## src/verilog/tdc_cfg_pkg.sv

```systemverilog
// Shared constants of the converter's configuration register bank.
// Assumes a single 100 MHz system clock; no other package is needed.
package tdc_cfg_pkg;

  // **************************************************************
  // Sizes of the serial frame and of the word store.
  // **************************************************************
  localparam int             WORD_W     = 24;
  localparam int             NUM_WORDS  = 6;
  localparam int             OPC_W      = 8;
  localparam int             ADDR_W     = 3;
  localparam int             CNT_W      = 6;
  localparam int             PIN_W      = 10;
  localparam logic [5:0]     CNT_OPC_END   = 6'h08;
  localparam logic [5:0]     CNT_FRAME_END = 6'h20;
  localparam logic [5:0]     CNT_ONE       = 6'h01;

  // **************************************************************
  // Opcodes and word addresses.
  // **************************************************************
  localparam logic [4:0]     OPC_WRITE_HEAD = 5'h10;
  localparam logic [7:0]     OPC_POWER_ON   = 8'h50;
  localparam logic [2:0]     ADDR_CFG0      = 3'h0;
  localparam logic [2:0]     ADDR_CFG2      = 3'h2;
  localparam logic [2:0]     ADDR_LAST      = 3'h5;

  // **************************************************************
  // Field positions in word 0 and word 2.
  // **************************************************************
  localparam int             BIT_START_INV  = 0;
  localparam int             BIT_STOP_A_INV = 1;
  localparam int             BIT_STOP_B_INV = 2;
  localparam int             BIT_LONG_RANGE = 3;
  localparam int             BIT_CAL_INHIB  = 4;
  localparam int             BIT_ALU_CAL    = 5;
  localparam int             BIT_TEMP_CLK   = 6;
  localparam int             BIT_IRQ_ALU    = 21;
  localparam int             BIT_IRQ_HITS   = 22;
  localparam int             BIT_IRQ_TIMEO  = 23;

  // **************************************************************
  // Power-on values of the six words.
  // **************************************************************
  localparam logic [23:0]    CFG0_RST = 24'h000668;
  localparam logic [23:0]    CFG1_RST = 24'h554000;
  localparam logic [23:0]    CFG2_RST = 24'h200000;
  localparam logic [23:0]    CFG3_RST = 24'h180000;
  localparam logic [23:0]    CFG4_RST = 24'h200000;
  localparam logic [23:0]    CFG5_RST = 24'h000000;

  // Resting levels of the synchronised pins: select and reset idle high,
  // gates idle high as if tied, event inputs idle low.
  localparam logic [9:0]     PIN_RST  = 10'h389;

  // Serial receiver states, one-hot.
  typedef enum logic [3:0] {
    ST_IDLE   = 4'h1,
    ST_OPCODE = 4'h2,
    ST_DATA   = 4'h4,
    ST_SKIP   = 4'h8
  } spi_state_t;

  // Power-on value of a word, by address.
  function automatic logic [23:0] cfg_default(input logic [2:0] idx);
    logic [23:0] val;
    val = CFG5_RST;
    case (idx)
      3'h0: val = CFG0_RST;
      3'h1: val = CFG1_RST;
      3'h2: val = CFG2_RST;
      3'h3: val = CFG3_RST;
      3'h4: val = CFG4_RST;
      default: val = CFG5_RST;
    endcase
    return val;
  endfunction : cfg_default

endpackage : tdc_cfg_pkg

```

## src/verilog/pin_sync.sv

```systemverilog
// Three-stage synchroniser for a group of asynchronous pins.
// Assumes the pins are independent levels; a change is taken once the
// second and third stages agree, so a one-stage glitch is filtered.
`timescale 1ns/10ps
module pin_sync #(
  parameter int          W       = 1,
  parameter logic [W-1:0] RST_VAL = '0
) (
  input  wire logic         mclk_i,
  input  wire logic         srst_i,
  input  wire logic         ce_i,
  input  wire logic [W-1:0] pin_i,
  output logic      [W-1:0] level_o
);

  logic [W-1:0] meta;
  logic [W-1:0] stage2;
  logic [W-1:0] stage3;
  logic [W-1:0] next_level;

  // **************************************************************
  // Agreement filter.
  // **************************************************************
  // Only the second and third stages are compared; the first stage may
  // be metastable and is read by the second stage alone.
  always_comb begin
    next_level = level_o;
    for (int i = 0; i < W; i++) begin
      if (stage2[i] == stage3[i]) begin
        next_level[i] = stage3[i];
      end
    end
  end

  // Registers of the chain.
  always_ff @(posedge mclk_i) begin
    if (srst_i) begin
      meta    <= RST_VAL;
      stage2  <= RST_VAL;
      stage3  <= RST_VAL;
      level_o <= RST_VAL;
    end else if (ce_i) begin
      meta    <= pin_i;
      stage2  <= meta;
      stage3  <= stage2;
      level_o <= next_level;
    end
  end

endmodule : pin_sync

```

## src/verilog/tdc_config_register_bank.sv

```systemverilog
// Configuration write-register bank of a time-to-digital converter,
// with its serial write port, channel gating and interrupt combiner.
// Assumes the serial, hw_reset_n_i, event and gate pins are asynchronous to mclk_i and that the serial clock
// runs well below a quarter of mclk_i.
`timescale 1ns/10ps
module tdc_config_register_bank (
  input  wire logic        mclk_i,
  input  wire logic        srst_i,
  input  wire logic        ce_i,
  input  wire logic        hw_reset_n_i,
  input  wire logic        spi_sel_n_i,
  input  wire logic        spi_sck_i,
  input  wire logic        spi_si_i,
  input  wire logic        start_i,
  input  wire logic        stop_a_i,
  input  wire logic        stop_b_i,
  input  wire logic        start_gate_i,
  input  wire logic        stop_a_gate_i,
  input  wire logic        stop_b_gate_i,
  input  wire logic        alu_irq_i,
  input  wire logic        end_hits_irq_i,
  input  wire logic        timeout_irq_i,
  output logic [23:0]      cfg0_o,
  output logic [23:0]      cfg1_o,
  output logic [23:0]      cfg2_o,
  output logic [23:0]      cfg3_o,
  output logic [23:0]      cfg4_o,
  output logic [23:0]      cfg5_o,
  output logic             start_event_o,
  output logic             stop_a_event_o,
  output logic             stop_b_event_o,
  output logic             long_range_select_o,
  output logic             auto_cal_inhibit_o,
  output logic             alu_cal_enable_o,
  output logic             temp_cycle_clock_select_o,
  output logic             irq_out_n_o
);

  // **************************************************************
  // Pin synchronisation.
  // **************************************************************
  logic [9:0]  pins;
  logic        sel_n_s;
  logic        sck_s;
  logic        si_s;
  logic        hw_rst_n_s;
  logic [2:0]  chan_s;
  logic [2:0]  gate_s;

  pin_sync #(
    .W       (tdc_cfg_pkg::PIN_W),
    .RST_VAL (tdc_cfg_pkg::PIN_RST)
  ) u_pin_sync (
    .mclk_i  (mclk_i),
    .srst_i  (srst_i),
    .ce_i    (ce_i),
    .pin_i   ({stop_b_gate_i, stop_a_gate_i, start_gate_i,
               stop_b_i, stop_a_i, start_i,
               hw_reset_n_i, spi_si_i, spi_sck_i, spi_sel_n_i}),
    .level_o (pins)
  );

  assign sel_n_s    = pins[0];
  assign sck_s      = pins[1];
  assign si_s       = pins[2];
  assign hw_rst_n_s = pins[3];
  assign chan_s     = pins[6:4];
  assign gate_s     = pins[9:7];

  // **************************************************************
  // Serial receiver.
  // **************************************************************
  tdc_cfg_pkg::spi_state_t state;
  tdc_cfg_pkg::spi_state_t next_state;
  logic [5:0]  bit_cnt;
  logic [5:0]  next_bit_cnt;
  logic [23:0] shift;
  logic [23:0] next_shift;
  logic [7:0]  opcode;
  logic [7:0]  next_opcode;
  logic        sck_prev;
  logic        sck_fall;
  logic        wr_en;
  logic [2:0]  wr_addr;
  logic [23:0] wr_data;
  logic        por_cmd;

  // Data is taken on the falling serial clock, MSB first. A frame that
  // loses its select early is dropped, so a word never half-updates.
  assign sck_fall = sck_prev & ~sck_s;

  always_comb begin
    next_state   = state;
    next_bit_cnt = bit_cnt;
    next_shift   = shift;
    next_opcode  = opcode;
    wr_en        = 1'b0;
    wr_addr      = opcode[2:0];
    wr_data      = {shift[22:0], si_s};
    por_cmd      = 1'b0;
    unique case (state)
      tdc_cfg_pkg::ST_IDLE: begin
        next_bit_cnt = '0;
        if (!sel_n_s) begin
          next_state = tdc_cfg_pkg::ST_OPCODE;
        end
      end
      tdc_cfg_pkg::ST_OPCODE: begin
        if (sel_n_s) begin
          next_state = tdc_cfg_pkg::ST_IDLE;
        end else if (sck_fall) begin
          next_shift   = {shift[22:0], si_s};
          next_bit_cnt = bit_cnt + tdc_cfg_pkg::CNT_ONE;
          if (next_bit_cnt == tdc_cfg_pkg::CNT_OPC_END) begin
            next_opcode = next_shift[7:0];
            if (next_opcode[7:3] == tdc_cfg_pkg::OPC_WRITE_HEAD) begin
              next_state = tdc_cfg_pkg::ST_DATA;
            end else begin
              por_cmd    = (next_opcode == tdc_cfg_pkg::OPC_POWER_ON);
              next_state = tdc_cfg_pkg::ST_SKIP;
            end
          end
        end
      end
      tdc_cfg_pkg::ST_DATA: begin
        if (sel_n_s) begin
          next_state = tdc_cfg_pkg::ST_IDLE;
        end else if (sck_fall) begin
          next_shift   = {shift[22:0], si_s};
          next_bit_cnt = bit_cnt + tdc_cfg_pkg::CNT_ONE;
          if (next_bit_cnt == tdc_cfg_pkg::CNT_FRAME_END) begin
            // Addresses 6 and 7 hold no word and are ignored.
            wr_en      = (opcode[2:0] <= tdc_cfg_pkg::ADDR_LAST);
            next_state = tdc_cfg_pkg::ST_SKIP;
          end
        end
      end
      tdc_cfg_pkg::ST_SKIP: begin
        if (sel_n_s) begin
          next_state = tdc_cfg_pkg::ST_IDLE;
        end
      end
      default: begin
        next_state = tdc_cfg_pkg::ST_IDLE;
      end
    endcase
  end

  always_ff @(posedge mclk_i) begin
    if (srst_i) begin
      state    <= tdc_cfg_pkg::ST_IDLE;
      bit_cnt  <= '0;
      shift    <= '0;
      opcode   <= '0;
      sck_prev <= 1'b0;
    end else if (ce_i) begin
      state    <= next_state;
      bit_cnt  <= next_bit_cnt;
      shift    <= next_shift;
      opcode   <= next_opcode;
      sck_prev <= sck_s;
    end
  end

  // **************************************************************
  // Word store.
  // **************************************************************
  logic [23:0] cfg      [tdc_cfg_pkg::NUM_WORDS];
  logic [23:0] next_cfg [tdc_cfg_pkg::NUM_WORDS];

  // Defaults win over a write landing in the same cycle, since a reset
  // pin or power-on command means the host state is void.
  always_comb begin
    for (int i = 0; i < tdc_cfg_pkg::NUM_WORDS; i++) begin
      next_cfg[i] = cfg[i];
      if (!hw_rst_n_s || por_cmd) begin
        next_cfg[i] = tdc_cfg_pkg::cfg_default(3'(i));
      end else if (wr_en && (wr_addr == 3'(i))) begin
        next_cfg[i] = wr_data;
      end
    end
  end

  always_ff @(posedge mclk_i) begin
    for (int i = 0; i < tdc_cfg_pkg::NUM_WORDS; i++) begin
      if (srst_i) begin
        cfg[i] <= tdc_cfg_pkg::cfg_default(3'(i));
      end else if (ce_i) begin
        cfg[i] <= next_cfg[i];
      end
    end
  end

  assign cfg0_o = cfg[0];
  assign cfg1_o = cfg[1];
  assign cfg2_o = cfg[2];
  assign cfg3_o = cfg[3];
  assign cfg4_o = cfg[4];
  assign cfg5_o = cfg[5];

  // Mode bits steer the measurement core straight from the store.
  assign long_range_select_o       = cfg[0][tdc_cfg_pkg::BIT_LONG_RANGE];
  assign auto_cal_inhibit_o        = cfg[0][tdc_cfg_pkg::BIT_CAL_INHIB];
  assign temp_cycle_clock_select_o = cfg[0][tdc_cfg_pkg::BIT_TEMP_CLK];

  // **************************************************************
  // Channel events, calibration enable and interrupt pin.
  // **************************************************************
  logic [2:0]  chan_prev;
  logic [2:0]  edge_inv;
  logic [2:0]  next_event;
  logic        next_alu_cal;
  logic        next_irq_n;
  logic [2:0]  irq_src;

  assign edge_inv = cfg[0][tdc_cfg_pkg::BIT_STOP_B_INV:
                           tdc_cfg_pkg::BIT_START_INV];
  assign irq_src  = {timeout_irq_i, end_hits_irq_i, alu_irq_i};

  // The edge is judged on the raw synchronised level, so flipping the
  // polarity bit does not itself fake an event.
  always_comb begin
    for (int i = 0; i < 3; i++) begin
      next_event[i] = gate_s[i] & (edge_inv[i] ?
                      (chan_prev[i] & ~chan_s[i]) :
                      (~chan_prev[i] & chan_s[i]));
    end
    // Calibration may only be switched off in the short range.
    next_alu_cal = cfg[0][tdc_cfg_pkg::BIT_ALU_CAL] |
                   cfg[0][tdc_cfg_pkg::BIT_LONG_RANGE];
    next_irq_n   = ~|(irq_src & cfg[2][tdc_cfg_pkg::BIT_IRQ_TIMEO:
                                       tdc_cfg_pkg::BIT_IRQ_ALU]);
  end

  always_ff @(posedge mclk_i) begin
    if (srst_i) begin
      chan_prev        <= '0;
      start_event_o    <= 1'b0;
      stop_a_event_o   <= 1'b0;
      stop_b_event_o   <= 1'b0;
      alu_cal_enable_o <= 1'b1;
      irq_out_n_o      <= 1'b1;
    end else if (ce_i) begin
      chan_prev        <= chan_s;
      start_event_o    <= next_event[0];
      stop_a_event_o   <= next_event[1];
      stop_b_event_o   <= next_event[2];
      alu_cal_enable_o <= next_alu_cal;
      irq_out_n_o      <= next_irq_n;
    end
  end

  // **************************************************************
  // Checks.
  // **************************************************************
  AST_WRITE_WHOLE: assert property (@(posedge mclk_i) disable iff (srst_i)
    (ce_i && wr_en && hw_rst_n_s) |=> (cfg[$past(wr_addr)] == $past(wr_data)))
    else $error("Written word did not take the whole frame data.");

  AST_WRITE_OPCODE: assert property (@(posedge mclk_i) disable iff (srst_i)
    wr_en |-> (opcode[7:3] == tdc_cfg_pkg::OPC_WRITE_HEAD))
    else $error("Word written without a write opcode.");

  AST_ABORT_NO_WRITE: assert property (@(posedge mclk_i) disable iff (srst_i)
    (sel_n_s && state == tdc_cfg_pkg::ST_DATA) |-> !wr_en)
    else $error("Aborted frame wrote a word.");

  AST_RESET_DEFAULT: assert property (@(posedge mclk_i)
    srst_i |=> (cfg0_o == tdc_cfg_pkg::CFG0_RST &&
                cfg1_o == tdc_cfg_pkg::CFG1_RST &&
                cfg3_o == tdc_cfg_pkg::CFG3_RST))
    else $error("Words missed their defaults after reset.");

  AST_GATE_BLOCKS: assert property (@(posedge mclk_i) disable iff (srst_i)
    (ce_i && !gate_s[1]) |=> !stop_a_event_o)
    else $error("Stop A event passed a closed gate.");

  AST_FALL_EDGE: assert property (@(posedge mclk_i) disable iff (srst_i)
    (ce_i && gate_s[0] && edge_inv[0] && chan_prev[0] && !chan_s[0])
      |=> start_event_o)
    else $error("Inverted start missed a falling edge.");

  AST_ALU_CAL_RANGE: assert property (@(posedge mclk_i) disable iff (srst_i)
    (ce_i && long_range_select_o) |=> alu_cal_enable_o)
    else $error("ALU calibration off in the long range.");

  AST_IRQ_ENABLED: assert property (@(posedge mclk_i) disable iff (srst_i)
    (ce_i && timeout_irq_i && cfg2_o[tdc_cfg_pkg::BIT_IRQ_TIMEO]) |=> !irq_out_n_o)
    else $error("Enabled timeout source did not pull the interrupt low.");

  AST_IRQ_MASKED: assert property (@(posedge mclk_i) disable iff (srst_i)
    (ce_i && cfg2_o[tdc_cfg_pkg::BIT_IRQ_TIMEO:tdc_cfg_pkg::BIT_IRQ_ALU] == 3'h0)
      |=> irq_out_n_o)
    else $error("Interrupt asserted with every source disabled.");

  AST_MODE_BITS: assert property (@(posedge mclk_i) disable iff (srst_i)
    (ce_i && hw_rst_n_s && wr_en && wr_addr == tdc_cfg_pkg::ADDR_CFG0)
      |=> (auto_cal_inhibit_o == $past(wr_data[4]) &&
           temp_cycle_clock_select_o == $past(wr_data[6])))
    else $error("Mode outputs did not follow a word 0 write.");

endmodule : tdc_config_register_bank
```

## config.mk

```make
export PLATFORM = sky130hd
export DESIGN_NAME = tdc_config_register_bank
export DESIGN_NICKNAME = d
export VERILOG_FILES = /design/src/verilog/tdc_cfg_pkg.sv /design/src/verilog/pin_sync.sv /design/src/verilog/tdc_config_register_bank.sv
export SDC_FILE = /design/constraint.sdc
export NUM_CORES = 1
export LEC_CHECK = 0
export ABC_AREA = 1
export BUFFER_PORTS_ARGS = -buffer_cell sky130_fd_sc_hd__buf_2
export CELL_PAD_IN_SITES_DETAIL_PLACEMENT = 1
export CELL_PAD_IN_SITES_GLOBAL_PLACEMENT = 1
export CORE_ASPECT_RATIO = 1.25
export CORE_MARGIN = 1.5
export CORE_UTILIZATION = 38
export DETAILED_ROUTE_END_ITERATION = 8
export PLACE_DENSITY = 0.78
export SLEW_MARGIN = 40
export SYNTH_ARGS = -nofsm -noshare
export SYNTH_HDL_FRONTEND = slang
export SYNTH_SLANG_ARGS = --single-unit
export TNS_END_PERCENT = 5
```

## constraint.sdc

```tcl
create_clock -name mclk_i -period 2.1 [get_ports mclk_i]
set_input_delay 0 -clock mclk_i [delete_from_list [all_inputs] [get_ports mclk_i]]
set_output_delay 0 -clock mclk_i [all_outputs]
set_load 0.01 [all_outputs]
```

==> impl_metrics.py <==
metrics = {
    "outcome": {
        "status": "completed",
    },
    "timing": {
        "fin_crit_sh_pct": 98.8,
        "hold_viol": 0,
        "setup_ws_ps": 26.1,
        "timing.fmax_mhz": 482,
        "fin_skew_ps": 16.6,
        "whs_ps": 254,
        "slew_violations": 0,
        "setup_viol": 0,
        "max_slew.worst_pin.slew_ps": 537,
        "period_needed_ps": 2070,
        "rsz0062_at_grt": "true",
        "max-slew-margin-rel_pct": 64.1,
    },
    "floorplanning": {
        "core_sq_mm": 0.0208,
        "dieWidth_microns": 133,
        "initial_core_util_pct": 38.8,
        "die_y_microns": 166,
        "num_rows": 59,
        "die_area_sq_mm": 0.0222,
        "ioPinCount": 168,
    },
    "cells_and_area": {
        "fill_cells": 2260,
        "fin_util_pct": 50.8,
        "multi_input_area_sq_mm": 0.00185,
        "drive_gt1_share_pct": 30.7,
        "area_delta_synth_final_pct": 30.9,
        "ff_latch_area_sq_mm": 0.00603,
        "antennaDiodeCount": 0,
        "final_nets": 908,
    },
    "job": {
        "maxCapViolCount": 0,
    },
    "synth": {
        "async_flop_share_pct": 0,
        "synth_flop_cell": "edfxtp_1",
        "synth_area_per_cell_sq_um": 11.8,
        "synth_area_sq_mm": 0.00808,
        "synth_top_area_cell": "edfxtp_1",
        "synth_seq_area_share_pct": 74.5,
        "synth-edff-count": 144,
        "syn_nets": 705,
        "synth_most_common_cell": "edfxtp_1",
        "synth_common_cells": "edfxtp_1 (144), nand2_1 (114), dfxtp_1 (85)",
        "yosysTopAreaCellShare_pct": 53.5,
        "ys_ff_latch": 229,
        "ys_types": 23,
        "synthCells": 687,
        "synth_area_leaders": "edfxtp_1 (53%), dfxtp_1 (21%), nand2_1 (5.3%)",
        "synth_warnings": 0,
    },
    "cts": {
        "clk_pin_slew_ps": 60,
        "cts_sinks": 229,
        "numCtsBuffers": 22,
        "htree_levels": 1,
        "cts_buffer_depth": 3,
        "clockRootBuffer": "clkbuf_16",
        "clock_latency_ps": 490,
        "cts_tree": "built",
    },
    "grt": {
        "grt_pass1_wl_mm": 31.6,
        "grt_usage_pct": 18.0,
        "gr-total-overflow": 0,
        "antenna_found_initial": 0,
        "grt_pass1_vias": 5907,
        "grt_max_degree": 50,
    },
    "routing": {
        "wl_per_cell_microns": 18.0,
        "vias_per_cell": 4.91,
        "met1_length_mm": 8.42,
        "dr.pass1.iters": 4,
        "vias": 5790,
        "route.detailed.drc": 0,
        "dr_wl_met2_mm": 11.3,
        "antenna_left": 0,
        "top_layer_used": "met4",
        "wl_met3_mm": 1.00,
        "drtIter0Drc": 327,
        "route.final.wire_length_mm": 21.2,
    },
    "worst_hold_path": {
        "hold_end": "u_pin_sync.meta[9]$_SDFFE_PP1P_",
        "min-delay-start": "stop_b_gate_i",
        "holdPathStages": 4,
        "hold_class": "in2reg",
    },
    "worst_setup_path": {
        "r2r_slack_ps": 30,
        "crit_family": "simple AND/OR/NAND/NOR gates",
        "reg2reg_depth": 12,
        "slowest_delay_ps": 370,
        "arrival_ps": 2280,
        "crit_buf_inv": 2,
        "crit_path_cell_trace": "ha_4 > inv_1 > nand2_1 > nand3_2 > nor2_4 > nand2_2 > nor2_4 > nand4_1 > nand2_1 > nand2_2 > nand2_4 > clkbuf_16",
        "crit_path_top_delay_cell": "dfxtp_4",
        "r2r_end": "cfg[0][41]$_SDFFCE_PP0P_",
        "path_class": "reg2reg",
        "worstPathMaxFanout": 7,
        "critPathLaunchType": "flip-flop",
        "reg2reg_from": "bit_cnt[1]$_SDFFE_PP0P_",
        "endpoint_kind": "flip-flop",
        "crit_required_ps": 2310,
    },
    "power": {
        "p_per_area_mw_per_mm2": 959,
        "power_uw": 10100,
        "ir_drop_uv": 497,
        "p_leak_uw": 0.00434,
    },
    "placement": {
        "gp_congestion": 0.833,
        "hpwl_mm": 13.8,
        "pre_cts_ws_ps": -6.01,
        "numPortBuffers": 167,
    },
}
power by group:
group          internal (uW)  switching, uW
Sequential              5000            139
Clock                   2410           1650
Combinational            347            606
cell families (layout without fill, tap and decap cells):
logic type	Yosys count	in the layout	share of synthesized area [%]
flops	229	229	74.5
fa+ha+maj	2	2	0.310
compound gates	122	122	7.89
simple gates	250	250	12.9
buf+inv	84	303	4.33
worst reg2reg max path: cells and delay by family, from the launching register on:
family | cells | cell delay (ps)
DFF | 1 | 370
buffers and inverters | 2 | 230
adders and majority gates | 1 | 150
and+or+nand+nor | 9 | 1060
metrics by stage:
stage          instances  area, sq um  setup TNS (ps)
5_1_grt             1180        10600          -13480
3_5_place_dp        1116         9360           -29.4
6_report            1180        10600               0
2_1_floorplan        687         8090          -14940
4_1_cts             1170        10300               0
3_3_place_gp        1116         9360               0
sequential cells by signal, summed over array words and instances (netlist names):
signal,count
u_pin_sync.level_o,10
stop_a_event_o,1
stop_b_event_o,1
sck_prev,1
cfg,144
u_pin_sync.stage2,10
bit_cnt,6
state,4
irq_out_n_o,1
opcode,3
u_pin_sync.stage3,10
alu_cal_enable_o,1
start_event_o,1
u_pin_sync.meta,10
chan_prev,3
shift,23
worst max-delay path by stage:
stage	from	endpoint	slack [ps]	cells past startpoint
floorplan	bit_cnt[0]$_SDFFE_PP0P_	cfg[1][0]$_SDFFCE_PP0P_	-130	11
global placement	bit_cnt[0]$_SDFFE_PP0P_	cfg[2][10]$_SDFFCE_PP0P_	100	12
detailed placement	bit_cnt[0]$_SDFFE_PP0P_	cfg[1][16]$_SDFFCE_PP0P_	-6	13
CTS	bit_cnt[0]$_SDFFE_PP0P_	cfg[2][42]$_SDFFCE_PP0P_	6	12
global route	bit_cnt[1]$_SDFFE_PP0P_	cfg[0][39]$_SDFFCE_PP0P_	-120	12
finish	bit_cnt[1]$_SDFFE_PP0P_	cfg[0][41]$_SDFFCE_PP0P_	30	12
per-layer routing:
metal | vias up | GRT usage, %
met5 | - | 0
met4 | 0 | 5.62
met3 | 35 | 2.66
met2 | 165 | 33.6
met1 | 2835 | 21.1
li1 | 2755 | -
cell type report:
class / instances / share of cell area [%]
clock inverter: 14 / 1.44
multi-input combinational: 374 / 17.5
tap: 274 / 3.24
inverter: 53 / 1.88
clock buffer: 26 / 5.64
sequential: 229 / 57.0
timing repair buffer: 210 / 13.4
timing repair:
action	4_1_cts	5_1_grt
hold buffers	14	0
gates resized for setup	3	43
hold endpoints to repair	21	0
endpoints found under the setup margin	117	287
cloned	0	8
buffers inserted	0	2
pin swaps	0	11
layout by cell type, fill, tap and decap left out, types with 3 or more instances in the layout:
| cell | n |
|---|---|
| buf_4 | 11 |
| inv_1 | 48 |
| bufinv_16 | 3 |
| nand3_1 | 30 |
| inv_2 | 5 |
| dlygate4sd3_1 | 14 |
| clkinvlp_2 | 4 |
| buf_12 | 8 |
| nor3_1 | 3 |
| clkbuf_16 | 29 |
| o211ai_1 | 8 |
| nor2_4 | 6 |
| nand2_1 | 103 |
| buf_2 | 167 |
| nor2_1 | 68 |
| o21ai_0 | 63 |
| edfxtp_1 | 144 |
| buf_6 | 4 |
| a21oi_1 | 48 |
| nand4_1 | 10 |
| clkinv_2 | 3 |
| nand2_4 | 3 |
| dfxtp_1 | 82 |
| nand2_2 | 11 |
| nor2_2 | 12 |
No activity file was read; power rests on OpenSTA's default activity.
